==> src/core/gpb_pkg.sv <==
// constants and types shared by the port, buzzer and power logic
package gpb_pkg;
  localparam int PIN_COUNT = 18;
  localparam int PORT_COUNT = 3;
  localparam int NIBBLE_W = 4;
  localparam int SIX_W = 6;
  localparam int BYTE_W = 8;
  localparam int BYTE_LSB = 10;
  localparam int BUZZ_PIN0 = 4;
  localparam int BUZZ_PIN1 = 5;
  localparam int EXT_PIN = 6;
  localparam logic [17:0] LCD_SHARE_ALLOWED = 18'h0038f;
  localparam logic [7:0] PORT_MASK [PORT_COUNT] = '{8'h0f, 8'h3f, 8'hff};

  localparam int APB_ADDR_W = 12;
  localparam int REG_COUNT_PORT = 9;
  localparam logic [7:0] IDX_PORT_LAST = 8'h08;
  localparam logic [7:0] IDX_STOP = 8'h09;
  localparam logic [7:0] IDX_PIN_NIBBLE = 8'h0a;
  localparam logic [7:0] IDX_PIN_SIX = 8'h0b;
  localparam logic [7:0] IDX_PIN_BYTE = 8'h0c;
  localparam logic [7:0] IDX_INT_STATUS = 8'h10;
  localparam logic [7:0] IDX_INT_MASK = 8'h11;
  localparam logic [7:0] IDX_BUZZ_CTRL = 8'h16;
  localparam logic [7:0] IDX_BUZZ_RELOAD = 8'h17;
  localparam logic [7:0] IDX_WAKE_CAUSE = 8'h18;

  localparam logic [7:0] PORT_DATA_RESET = 8'hff;
  localparam logic [7:0] PORT_DIR_RESET = 8'h00;
  localparam logic [7:0] PORT_ATTR_RESET = 8'h00;
  localparam logic [7:0] STOP_RESET = 8'h00;
  localparam logic [7:0] BUZZ_CTRL_RESET = 8'h00;
  localparam int BUZZ_RELOAD_W = 16;
  localparam logic [15:0] BUZZ_RELOAD_RESET = 16'h00ff;
  localparam logic [17:0] PAD_OEN_RESET = 18'h3ffff;

  localparam int BUZZ_EN_LO = 0;
  localparam int BUZZ_EN_HI = 1;

  localparam int WAKE_COUNT = 5;
  localparam int WAKE_PORT = 0;
  localparam int WAKE_FAST = 1;
  localparam int WAKE_SLOW = 2;
  localparam int WAKE_T128 = 3;
  localparam int WAKE_TIMER = 4;

  localparam int INT_COUNT = 3;
  localparam int INT_EXT = 0;
  localparam int INT_WAKE = 1;
  localparam int INT_BUZZ = 2;

  localparam logic [2:0] MODE_IN_PULLDOWN = 3'b000;
  localparam logic [2:0] MODE_IN_PLAIN = 3'b001;
  localparam logic [2:0] MODE_OUT_LOW = 3'b010;
  localparam logic [2:0] MODE_OUT_HIGH = 3'b011;
  localparam logic [2:0] MODE_FLOAT = 3'b110;

  typedef enum logic [1:0] {
    ST_RUN = 2'b00,
    ST_STANDBY = 2'b01,
    ST_WAKE = 2'b11
  } gpb_power_e;
endpackage

==> src/core/gpb_buzz_if.sv <==
// link between the port logic and the buzzer counter
`timescale 1ns/1ps
interface gpb_buzz_if;
  logic enable;
  logic [15:0] reload;
  logic tone;
  logic overflow;
  modport ctrl(output enable, output reload, input tone, input overflow);
  modport buzzer(input enable, input reload, output tone, output overflow);
endinterface

==> src/core/gpb_buzzer.sv <==
// buzzer tone counter, toggles its level on every overflow
`timescale 1ns/1ps
module gpb_buzzer
  import gpb_pkg::*;
(
  input wire logic mclk,
  input wire logic reset,
  gpb_buzz_if.buzzer bz
);
  logic [BUZZ_RELOAD_W-1:0] count;
  logic [BUZZ_RELOAD_W-1:0] next_count;
  logic tone;
  logic next_tone;
  logic overflow;
  logic next_overflow;

  always_comb begin
    next_count = count;
    next_tone = tone;
    next_overflow = 1'b0;
    if (!bz.enable) begin
      // idle low so the pins start from a known phase
      next_count = '0;
      next_tone = 1'b0;
    end else if (count == bz.reload) begin
      next_count = '0;
      next_tone = ~tone;
      next_overflow = 1'b1;
    end else begin
      next_count = BUZZ_RELOAD_W'(count + 16'h0001);
    end
  end

  always_ff @(posedge mclk) begin
    if (reset) begin
      count <= '0;
      tone <= 1'b0;
      overflow <= 1'b0;
    end else begin
      count <= next_count;
      tone <= next_tone;
      overflow <= next_overflow;
    end
  end

  assign bz.tone = tone;
  assign bz.overflow = overflow;
endmodule

==> src/core/gpb_gpio_top.sv <==
// three-port pin logic with buzzer, external interrupt and standby wake-up
//
// Our own choice: the APB register port.
`timescale 1ns/1ps
module gpb_gpio_top
  import gpb_pkg::*;
#(
  parameter logic [17:0] LCD_SHARE = 18'h00000
) (
  input wire logic mclk,
  input wire logic reset,
  input wire logic psel,
  input wire logic penable,
  input wire logic pwrite,
  input wire logic [APB_ADDR_W-1:0] paddr,
  input wire logic [31:0] pwdata,
  output logic [31:0] prdata,
  output logic pready,
  output logic pslverr,
  input wire logic [NIBBLE_W-1:0] portNibbleIn,
  output logic [NIBBLE_W-1:0] portNibbleOut,
  output logic [NIBBLE_W-1:0] portNibbleOeN,
  output logic [NIBBLE_W-1:0] portNibblePullDown,
  input wire logic [SIX_W-1:0] portSixIn,
  output logic [SIX_W-1:0] portSixOut,
  output logic [SIX_W-1:0] portSixOeN,
  output logic [SIX_W-1:0] portSixPullDown,
  input wire logic [BYTE_W-1:0] portByteIn,
  output logic [BYTE_W-1:0] portByteOut,
  output logic [BYTE_W-1:0] portByteOeN,
  output logic [BYTE_W-1:0] portBytePullDown,
  input wire logic [6:0] lcdSegment,
  input wire logic timeBaseFastTick,
  input wire logic timeBaseSlowTick,
  input wire logic tick128,
  input wire logic timerOverflow,
  output logic cpuHalt,
  output logic cpuWake,
  output logic irq
);
  logic [7:0] portReg [REG_COUNT_PORT];
  logic [7:0] next_portReg [REG_COUNT_PORT];
  logic [7:0] stopReg;
  logic [7:0] next_stopReg;
  logic [7:0] buzzCtrl;
  logic [7:0] next_buzzCtrl;
  logic [BUZZ_RELOAD_W-1:0] buzzReload;
  logic [BUZZ_RELOAD_W-1:0] next_buzzReload;
  logic [INT_COUNT-1:0] intStatus;
  logic [INT_COUNT-1:0] next_intStatus;
  logic [INT_COUNT-1:0] intMask;
  logic [INT_COUNT-1:0] next_intMask;
  logic [WAKE_COUNT-1:0] wakeCause;
  logic [WAKE_COUNT-1:0] next_wakeCause;
  logic [BYTE_W-1:0] byteSnap;
  logic [BYTE_W-1:0] next_byteSnap;
  gpb_power_e powerState;
  gpb_power_e next_powerState;
  logic [PIN_COUNT-1:0] padSync1;
  logic [PIN_COUNT-1:0] padSync2;
  logic extDelay;
  logic [31:0] next_prdata;
  logic [PIN_COUNT-1:0] padOut;
  logic [PIN_COUNT-1:0] padOeN;
  logic [PIN_COUNT-1:0] padPull;
  logic [PIN_COUNT-1:0] next_padOut;
  logic [PIN_COUNT-1:0] next_padOeN;
  logic [PIN_COUNT-1:0] next_padPull;
  logic [PIN_COUNT-1:0] padIn;
  logic [PIN_COUNT-1:0] dataVec;
  logic [PIN_COUNT-1:0] dirVec;
  logic [PIN_COUNT-1:0] attrVec;
  logic [PIN_COUNT-1:0] segVec;
  logic [7:0] regIndex;
  logic addrOk;
  logic mapped;
  logic setupPhase;
  logic accessPhase;
  logic wrEn;
  logic stopWrite;
  logic buzzOn;
  logic extFall;
  logic [WAKE_COUNT-1:0] wakeHit;
  gpb_buzz_if buzzBus ();

  // pins flattened: nibble 0..3, six-bit 4..9, byte 10..17
  assign padIn = {portByteIn, portSixIn, portNibbleIn};
  assign dataVec = {portReg[6], portReg[3][SIX_W-1:0], portReg[0][NIBBLE_W-1:0]};
  assign dirVec = {portReg[7], portReg[4][SIX_W-1:0], portReg[1][NIBBLE_W-1:0]};
  assign attrVec = {portReg[8], portReg[5][SIX_W-1:0], portReg[2][NIBBLE_W-1:0]};
  assign segVec = {8'h00, lcdSegment[6:4], 3'b000, lcdSegment[3:0]};

  // bus decode
  assign regIndex = paddr[9:2];
  assign addrOk = (paddr[1:0] == 2'b00) && (paddr[11:10] == 2'b00);
  assign setupPhase = psel & ~penable;
  assign accessPhase = psel & penable;
  always_comb begin
    unique case (regIndex)
      IDX_STOP, IDX_PIN_NIBBLE, IDX_PIN_SIX, IDX_PIN_BYTE, IDX_INT_STATUS,
      IDX_INT_MASK, IDX_BUZZ_CTRL, IDX_BUZZ_RELOAD, IDX_WAKE_CAUSE: mapped = addrOk;
      default: mapped = addrOk && (regIndex <= IDX_PORT_LAST);
    endcase
  end
  assign pready = 1'b1;
  assign pslverr = accessPhase & ~mapped;
  assign wrEn = accessPhase & pwrite & mapped;
  assign stopWrite = wrEn && (regIndex == IDX_STOP);

  // events; edge detect looks only at second sync stage
  assign extFall = extDelay & ~padSync2[EXT_PIN];
  assign wakeHit[WAKE_PORT] =
    |((padSync2[PIN_COUNT-1:BYTE_LSB] ^ byteSnap) & ~dirVec[PIN_COUNT-1:BYTE_LSB]);
  assign wakeHit[WAKE_FAST] = timeBaseFastTick;
  assign wakeHit[WAKE_SLOW] = timeBaseSlowTick;
  assign wakeHit[WAKE_T128] = tick128;
  assign wakeHit[WAKE_TIMER] = timerOverflow;

  // register file
  always_comb begin
    for (int i = 0; i < REG_COUNT_PORT; i++) begin
      next_portReg[i] = portReg[i];
      if (wrEn && (regIndex == 8'(i))) begin
        next_portReg[i] = pwdata[7:0] & PORT_MASK[i/3];
      end
    end
    next_stopReg = stopReg;
    next_byteSnap = byteSnap;
    if (stopWrite) begin
      next_stopReg = pwdata[7:0];
      next_byteSnap = padSync2[PIN_COUNT-1:BYTE_LSB];
    end
    next_buzzCtrl = buzzCtrl;
    if (wrEn && (regIndex == IDX_BUZZ_CTRL)) begin
      next_buzzCtrl = pwdata[7:0];
    end
    next_buzzReload = buzzReload;
    if (wrEn && (regIndex == IDX_BUZZ_RELOAD)) begin
      next_buzzReload = pwdata[BUZZ_RELOAD_W-1:0];
    end
    next_intMask = intMask;
    if (wrEn && (regIndex == IDX_INT_MASK)) begin
      next_intMask = pwdata[INT_COUNT-1:0];
    end
    next_intStatus = intStatus;
    if (wrEn && (regIndex == IDX_INT_STATUS)) begin
      next_intStatus = intStatus & ~pwdata[INT_COUNT-1:0];
    end
    // sets applied after the clear so a same-cycle event survives
    next_intStatus[INT_EXT] = next_intStatus[INT_EXT] | extFall;
    next_intStatus[INT_WAKE] = next_intStatus[INT_WAKE] | (powerState == ST_WAKE);
    next_intStatus[INT_BUZZ] = next_intStatus[INT_BUZZ] | buzzBus.overflow;
    next_wakeCause = wakeCause;
    if ((powerState == ST_STANDBY) && |(wakeHit & stopReg[WAKE_COUNT-1:0])) begin
      next_wakeCause = wakeHit & stopReg[WAKE_COUNT-1:0];
    end
  end

  always_ff @(posedge mclk) begin
    if (reset) begin
      for (int i = 0; i < REG_COUNT_PORT; i++) begin
        unique case (i % 3)
          0: portReg[i] <= PORT_DATA_RESET & PORT_MASK[i/3];
          1: portReg[i] <= PORT_DIR_RESET;
          default: portReg[i] <= PORT_ATTR_RESET;
        endcase
      end
      stopReg <= STOP_RESET;
      byteSnap <= '0;
      buzzCtrl <= BUZZ_CTRL_RESET;
      buzzReload <= BUZZ_RELOAD_RESET;
      intMask <= '0;
      intStatus <= '0;
      wakeCause <= '0;
    end else begin
      portReg <= next_portReg;
      stopReg <= next_stopReg;
      byteSnap <= next_byteSnap;
      buzzCtrl <= next_buzzCtrl;
      buzzReload <= next_buzzReload;
      intMask <= next_intMask;
      intStatus <= next_intStatus;
      wakeCause <= next_wakeCause;
    end
  end

  // power state: standby only gates the processor; port state is never touched
  always_comb begin
    next_powerState = powerState;
    unique case (powerState)
      ST_RUN: begin
        if (stopWrite) begin
          next_powerState = ST_STANDBY;
        end
      end
      ST_STANDBY: begin
        // no armed source means no way out but reset
        if (|(wakeHit & stopReg[WAKE_COUNT-1:0])) begin
          next_powerState = ST_WAKE;
        end
      end
      ST_WAKE: next_powerState = ST_RUN;
      default: next_powerState = ST_RUN;
    endcase
  end

  always_ff @(posedge mclk) begin
    if (reset) begin
      powerState <= ST_RUN;
    end else begin
      powerState <= next_powerState;
    end
  end

  // clock is only released, not restarted, so execution carries on
  assign cpuHalt = (powerState == ST_STANDBY);
  assign cpuWake = (powerState == ST_WAKE);
  assign irq = |(intStatus & intMask);

  // pin synchronisers
  always_ff @(posedge mclk) begin
    if (reset) begin
      padSync1 <= '0;
      padSync2 <= '0;
      extDelay <= 1'b0;
    end else begin
      padSync1 <= padIn;
      padSync2 <= padSync1;
      extDelay <= padSync2[EXT_PIN];
    end
  end

  // read data captured in the setup phase, stands through the access phase
  always_comb begin
    next_prdata = prdata;
    if (setupPhase && !pwrite) begin
      next_prdata = '0;
      if (mapped) begin
        if (regIndex <= IDX_PORT_LAST) begin
          next_prdata[7:0] = portReg[regIndex[3:0]];
        end else begin
          unique case (regIndex)
            IDX_STOP: next_prdata[7:0] = stopReg;
            IDX_PIN_NIBBLE: next_prdata[NIBBLE_W-1:0] = padSync2[3:0];
            IDX_PIN_SIX: next_prdata[SIX_W-1:0] = padSync2[9:4];
            IDX_PIN_BYTE: next_prdata[BYTE_W-1:0] = padSync2[17:10];
            IDX_INT_STATUS: next_prdata[INT_COUNT-1:0] = intStatus;
            IDX_INT_MASK: next_prdata[INT_COUNT-1:0] = intMask;
            IDX_BUZZ_CTRL: next_prdata[7:0] = buzzCtrl;
            IDX_BUZZ_RELOAD: next_prdata[BUZZ_RELOAD_W-1:0] = buzzReload;
            IDX_WAKE_CAUSE: next_prdata[WAKE_COUNT-1:0] = wakeCause;
            default: next_prdata = '0;
          endcase
        end
      end
    end
  end

  always_ff @(posedge mclk) begin
    if (reset) begin
      prdata <= '0;
    end else begin
      prdata <= next_prdata;
    end
  end

  // buzzer counter
  assign buzzOn = buzzCtrl[BUZZ_EN_HI] & buzzCtrl[BUZZ_EN_LO];
  assign buzzBus.enable = buzzOn;
  assign buzzBus.reload = buzzReload;

  gpb_buzzer uBuzzer (
    .mclk(mclk),
    .reset(reset),
    .bz(buzzBus.buzzer)
  );

  // returns {out, oeN, pullDown}; undefined codes fall back to plain input
  function automatic logic [2:0] padDrive(input logic attr, input logic dir,
                                          input logic data);
    unique case ({attr, dir, data})
      MODE_IN_PULLDOWN: padDrive = 3'b011;
      MODE_OUT_LOW: padDrive = 3'b000;
      MODE_OUT_HIGH: padDrive = 3'b100;
      MODE_IN_PLAIN, MODE_FLOAT: padDrive = 3'b010;
      default: padDrive = 3'b010;
    endcase
  endfunction

  for (genvar i = 0; i < PIN_COUNT; i++) begin : g_pin
    if (LCD_SHARE[i] && LCD_SHARE_ALLOWED[i]) begin : g_seg
      assign {next_padOut[i], next_padOeN[i], next_padPull[i]} =
        {segVec[i], 2'b00};
    end else if ((i == BUZZ_PIN0) || (i == BUZZ_PIN1)) begin : g_buzz
      assign {next_padOut[i], next_padOeN[i], next_padPull[i]} = buzzOn ?
        {buzzBus.tone, 2'b00} : padDrive(attrVec[i], dirVec[i], dataVec[i]);
    end else begin : g_io
      assign {next_padOut[i], next_padOeN[i], next_padPull[i]} =
        padDrive(attrVec[i], dirVec[i], dataVec[i]);
    end
  end

  always_ff @(posedge mclk) begin
    if (reset) begin
      padOut <= '0;
      padOeN <= PAD_OEN_RESET;
      padPull <= '0;
    end else begin
      padOut <= next_padOut;
      padOeN <= next_padOeN;
      padPull <= next_padPull;
    end
  end

  assign portNibbleOut = padOut[3:0];
  assign portNibbleOeN = padOeN[3:0];
  assign portNibblePullDown = padPull[3:0];
  assign portSixOut = padOut[9:4];
  assign portSixOeN = padOeN[9:4];
  assign portSixPullDown = padPull[9:4];
  assign portByteOut = padOut[17:10];
  assign portByteOeN = padOeN[17:10];
  assign portBytePullDown = padPull[17:10];
endmodule

==> config.mk <==
export PLATFORM = sky130hd
export DESIGN_NAME = gpb_gpio_top
export DESIGN_NICKNAME = d
export VERILOG_FILES = /design/src/core/gpb_pkg.sv /design/src/core/gpb_buzz_if.sv /design/src/core/gpb_buzzer.sv /design/src/core/gpb_gpio_top.sv
export SDC_FILE = /design/constraint.sdc
export NUM_CORES = 1
export LEC_CHECK = 0
export ABC_CLOCK_PERIOD_IN_PS = 2060
export BUFFER_PORTS_ARGS = -buffer_cell sky130_fd_sc_hd__buf_2
export CELL_PAD_IN_SITES_DETAIL_PLACEMENT = 2
export CELL_PAD_IN_SITES_GLOBAL_PLACEMENT = 2
export CORE_ASPECT_RATIO = 0.75
export CORE_MARGIN = 2
export CORE_UTILIZATION = 31
export DETAILED_ROUTE_END_ITERATION = 10
export HOLD_SLACK_MARGIN = 0.02
export PLACE_DENSITY = 0.78
export SYNTH_ARGS = -nofsm -noshare
export SYNTH_HDL_FRONTEND = slang
export SYNTH_SLANG_ARGS = --single-unit
==> constraint.sdc <==
create_clock -name mclk -period 2.06 [get_ports mclk]
set_input_delay 0.412 -clock mclk [delete_from_list [all_inputs] [get_ports mclk]]
set_output_delay 0.412 -clock mclk [all_outputs]
set_load 0.05 [all_outputs]
==> flow_metrics.tcl <==
set metrics [dict create \
    path_class "input port to output pin" \
    grt_pass1_vias 8946 \
    comb_power_share 0.062 \
    synthesis.area_um2 9390 \
    dr.pass1.iters 5 \
    grt_max_degree 62 \
    synth.area.top_cells "dfxtp_1 (49%), mux2i_1 (12%), nor2_1 (5.0%), nand2_1 (3.6%), nor2b_1 (2.7%)" \
    ir_drop_v 0.000535 \
    holdBufCountCts 0 \
    p_int_uw 7460 \
    placed_area_um2 11000 \
    cts.sinks 232 \
    p_per_area_nw_per_um2 815 \
    maxCapViolations 0 \
    cp_cell_sequence "buf_2 -> buf_4 -> o21a_1 -> o21ai_2 -> nand3_2 -> and3_1 -> buf_4" \
    ys.flop_type "dfxtp_1" \
    r2r-start "padSync2[10]" \
    synthMuxAreaShare 0.132 \
    ys_ff_latch 232 \
    die_area_um2 31700 \
    violations "setup timing" \
    cts_tree "built" \
    ys_warn_count 0 \
    hold_path_end "padSync1[10]" \
    cts-root-buf "clkbuf_16" \
    fmax_mhz 474 \
    synthCells 983 \
    areaGrowthSynthToFinish_pct 27.3 \
    max_slew.worst_pin.slew_ns 0.993 \
    antennaDiodeCount 0 \
    synth_common_cells "dfxtp_1 (232), nor2_1 (125), mux2i_1 (109)" \
    avgSynthCellArea_um2 9.55 \
    power.leakage_uw 0.00500 \
    yosysMostFrequentCell "dfxtp_1" \
    cpPeakStageDelay_ns 0.23 \
    critPathArrivalTime_ns 1.70 \
    synth_area_leader_cell "dfxtp_1" \
    min_path_type "input port to register" \
    slew_headroom 0.338 \
    place_congestion 0.913 \
    totalWireLength_um 35500 \
    stdcell_count 1593 \
    initial_core_util 0.313 \
    synthArstFlopShare 0 \
    setup_violations 1 \
    fin_area_um2 12000 \
    slowest_stage "and3_1" \
    h-tree-depth 1 \
    switching_share 0.235 \
    rows 55 \
    tns_ns -0.0476 \
    synth_top_area_share 0.495 \
    hold_slack_ns 0.0898 \
    cp_common_cell "buf_4" \
    final.period_utilization 1.02 \
    dp_cells 1546 \
    postLayoutSetupSlackWorst_ns -0.0476 \
    cts.clk_slew.worst_paths_ns 0.06 \
    synth_top_family_by_area "simple AND/OR/NAND/NOR gates" \
    rsz0062_at_grt "true" \
    p_sw_uw 2290 \
    period_minus_slack_ns 2.11 \
    viasPerCell 5.16 \
    die_w_um 205 \
    nets 1257 \
    finalPower_uw 9750 \
    synthXorXnorAreaFrac 0.0373 \
    r2r-end "wakeCause[2]" \
    dpl.hpwl_um 25900 \
    drive_gt1_frac 0.258 \
    cts_inserted_buffers 25 \
    wl_per_cell_um 22.3 \
    synth_compound_area_frac 0.0793 \
    skew_ns 0.0115 \
    maxSlewViolCount 0 \
    critPathMaxFanout 5 \
    gr-usage-all-layers 0.223 \
    whs_path_depth 2 \
    final_hold_viol_count 0 \
    drtIter0Drc 512 \
    clkPwrFrac 0.472 \
    clk_latency_ns 0.54 \
    ff2ff_path_depth 5 \
    ys_seq_area_frac 0.495 \
    crit_required_ns 1.65 \
    antenna_found_initial 2 \
    synthAdderAreaFrac 0.00133 \
    ant_nets 0 \
    synthSimpleGateAreaFrac 0.210 \
    core_um2 30000 \
    holdCritStartpoint "portByteIn[0]" \
    r2r_slack_ns 0.15 \
    pin_count 169 \
    seqPwrFrac 0.466 \
    num_vias 8220 \
    cts.path.max_buffers 3 \
    grt_overflow_total 0 \
    synth_cell_types 62 \
    status "finished with violations" \
    critPathLaunchType "input port" \
    fp.dieH_um 155 \
    drc 0 \
    nFillCells 3307 \
    worstSetupEndpointType "output pin" \
    synth_edf_count 0 \
    grt_pass1_wl_um 53800 \
    io_buffers 128 \
]
==> state kept, by name, summed over array words and instances, names as in the netlist <==
name / count
prdata: 16
padSync1: 18
extDelay: 1
uBuzzer.bz.tone: 1
padSync2: 18
padOut: 18
buzzBus.reload: 16
byteSnap: 8
wakeCause: 5
intMask: 3
padOeN: 18
dataVec: 18
uBuzzer.bz.overflow: 1
dirVec: 18
powerState: 2
stopReg: 8
intStatus: 3
padPull: 18
buzzCtrl: 8
uBuzzer.count: 16
attrVec: 18
==> cell usage in the layout, fill, tap and decap left out, types with 31 or more instances in the layout <==
| cell | count |
|---|---|
| buf_2 | 125 |
| nor2_1 | 125 |
| dfxtp_1 | 228 |
| o21ai_0 | 31 |
| mux2i_1 | 109 |
| buf_4 | 97 |
| nand2_1 | 91 |
| nor2b_1 | 40 |
==> routing by layer <==
| metal | share of wire | global-route usage | wire length [um] | vias to the layer above |
|---|---|---|---|---|
| met4 | 0.020 | 0.0524 | 705 | 4 |
| met5 | 0.00073 | 0 | 26 | - |
| met2 | 0.46 | 0.360 | 16300 | 197 |
| met3 | 0.050 | 0.0442 | 1790 | 57 |
| met1 | 0.47 | 0.306 | 16700 | 4190 |
| li1 | - | - | - | 3772 |
==> power by group through the flow <==
stage / clock, uW / sequential (uW) / combinational (uW)
final: 4600 / 4540 / 608
after global routing: 4900 / 4540 / 643
after CTS: 4700 / 4540 / 600
after detailed placement: 0 / 4640 / 584
after global placement: 0 / 4630 / 562
after floorplan: 0 / 4630 / 352
==> per-stage QoR <==
step           utilization  worst slack (ns)
3_3_place_gp         0.368            -0.232
5_1_grt              0.398           -0.0823
6_report             0.398           -0.0476
3_5_place_dp         0.368            -0.318
2_1_floorplan            -           -0.0449
4_1_cts              0.397           -0.0344
==> worst max-delay path: cells and delay by family <==
kind            cells  cell delay (ns)
buf+inv             3             0.50
simple gates        2             0.40
compound gates      2             0.39
==> worst max path at each step <==
| stage | end | slack [ns] | startpoint | cells after the start |
|---|---|---|---|---|
| floorplan | buzzCtrl[3] | -0.04 | paddr[5] | 6 |
| global placement | prdata[1] | -0.23 | paddr[3] | 7 |
| detailed placement | byteSnap[5] | -0.32 | paddr[7] | 7 |
| CTS | irq | -0.03 | intMask[2] | 3 |
| global route | pslverr | -0.08 | paddr[6] | 7 |
| finish | pslverr | -0.05 | paddr[6] | 7 |
==> final cells by class <==
cell class / count / area, um2 / share of cell area
clock buffer: 34 / 699 / 0.0585
inverter: 12 / 45.0 / 0.00377
tap: 399 / 499 / 0.0418
clock inverter: 9 / 120 / 0.0100
multi-input combinational: 678 / 4460 / 0.373
timing repair buffer: 229 / 1490 / 0.124
sequential: 232 / 4650 / 0.389
==> timing repair <==
action	CTS	global route
resized for setup	10	12
pin swaps	3	4
buffers inserted	2	2
endpoints found under the hold margin	0	0
setup endpoints to repair	6	7
==> kinds of logic (layout without fill, tap and decap cells) <==
family,Yosys count,count (layout)
other,2,17
flip-flops,232,232
AND/OR/NAND/NOR,385,385
multiplexers,120,120
XOR/XNOR,40,40
AO/OA/AOI/OAI,115,115
buffers and inverters,88,284
adder cells (fa/ha/maj),1,1
Power figures use the tool's default switching activity.
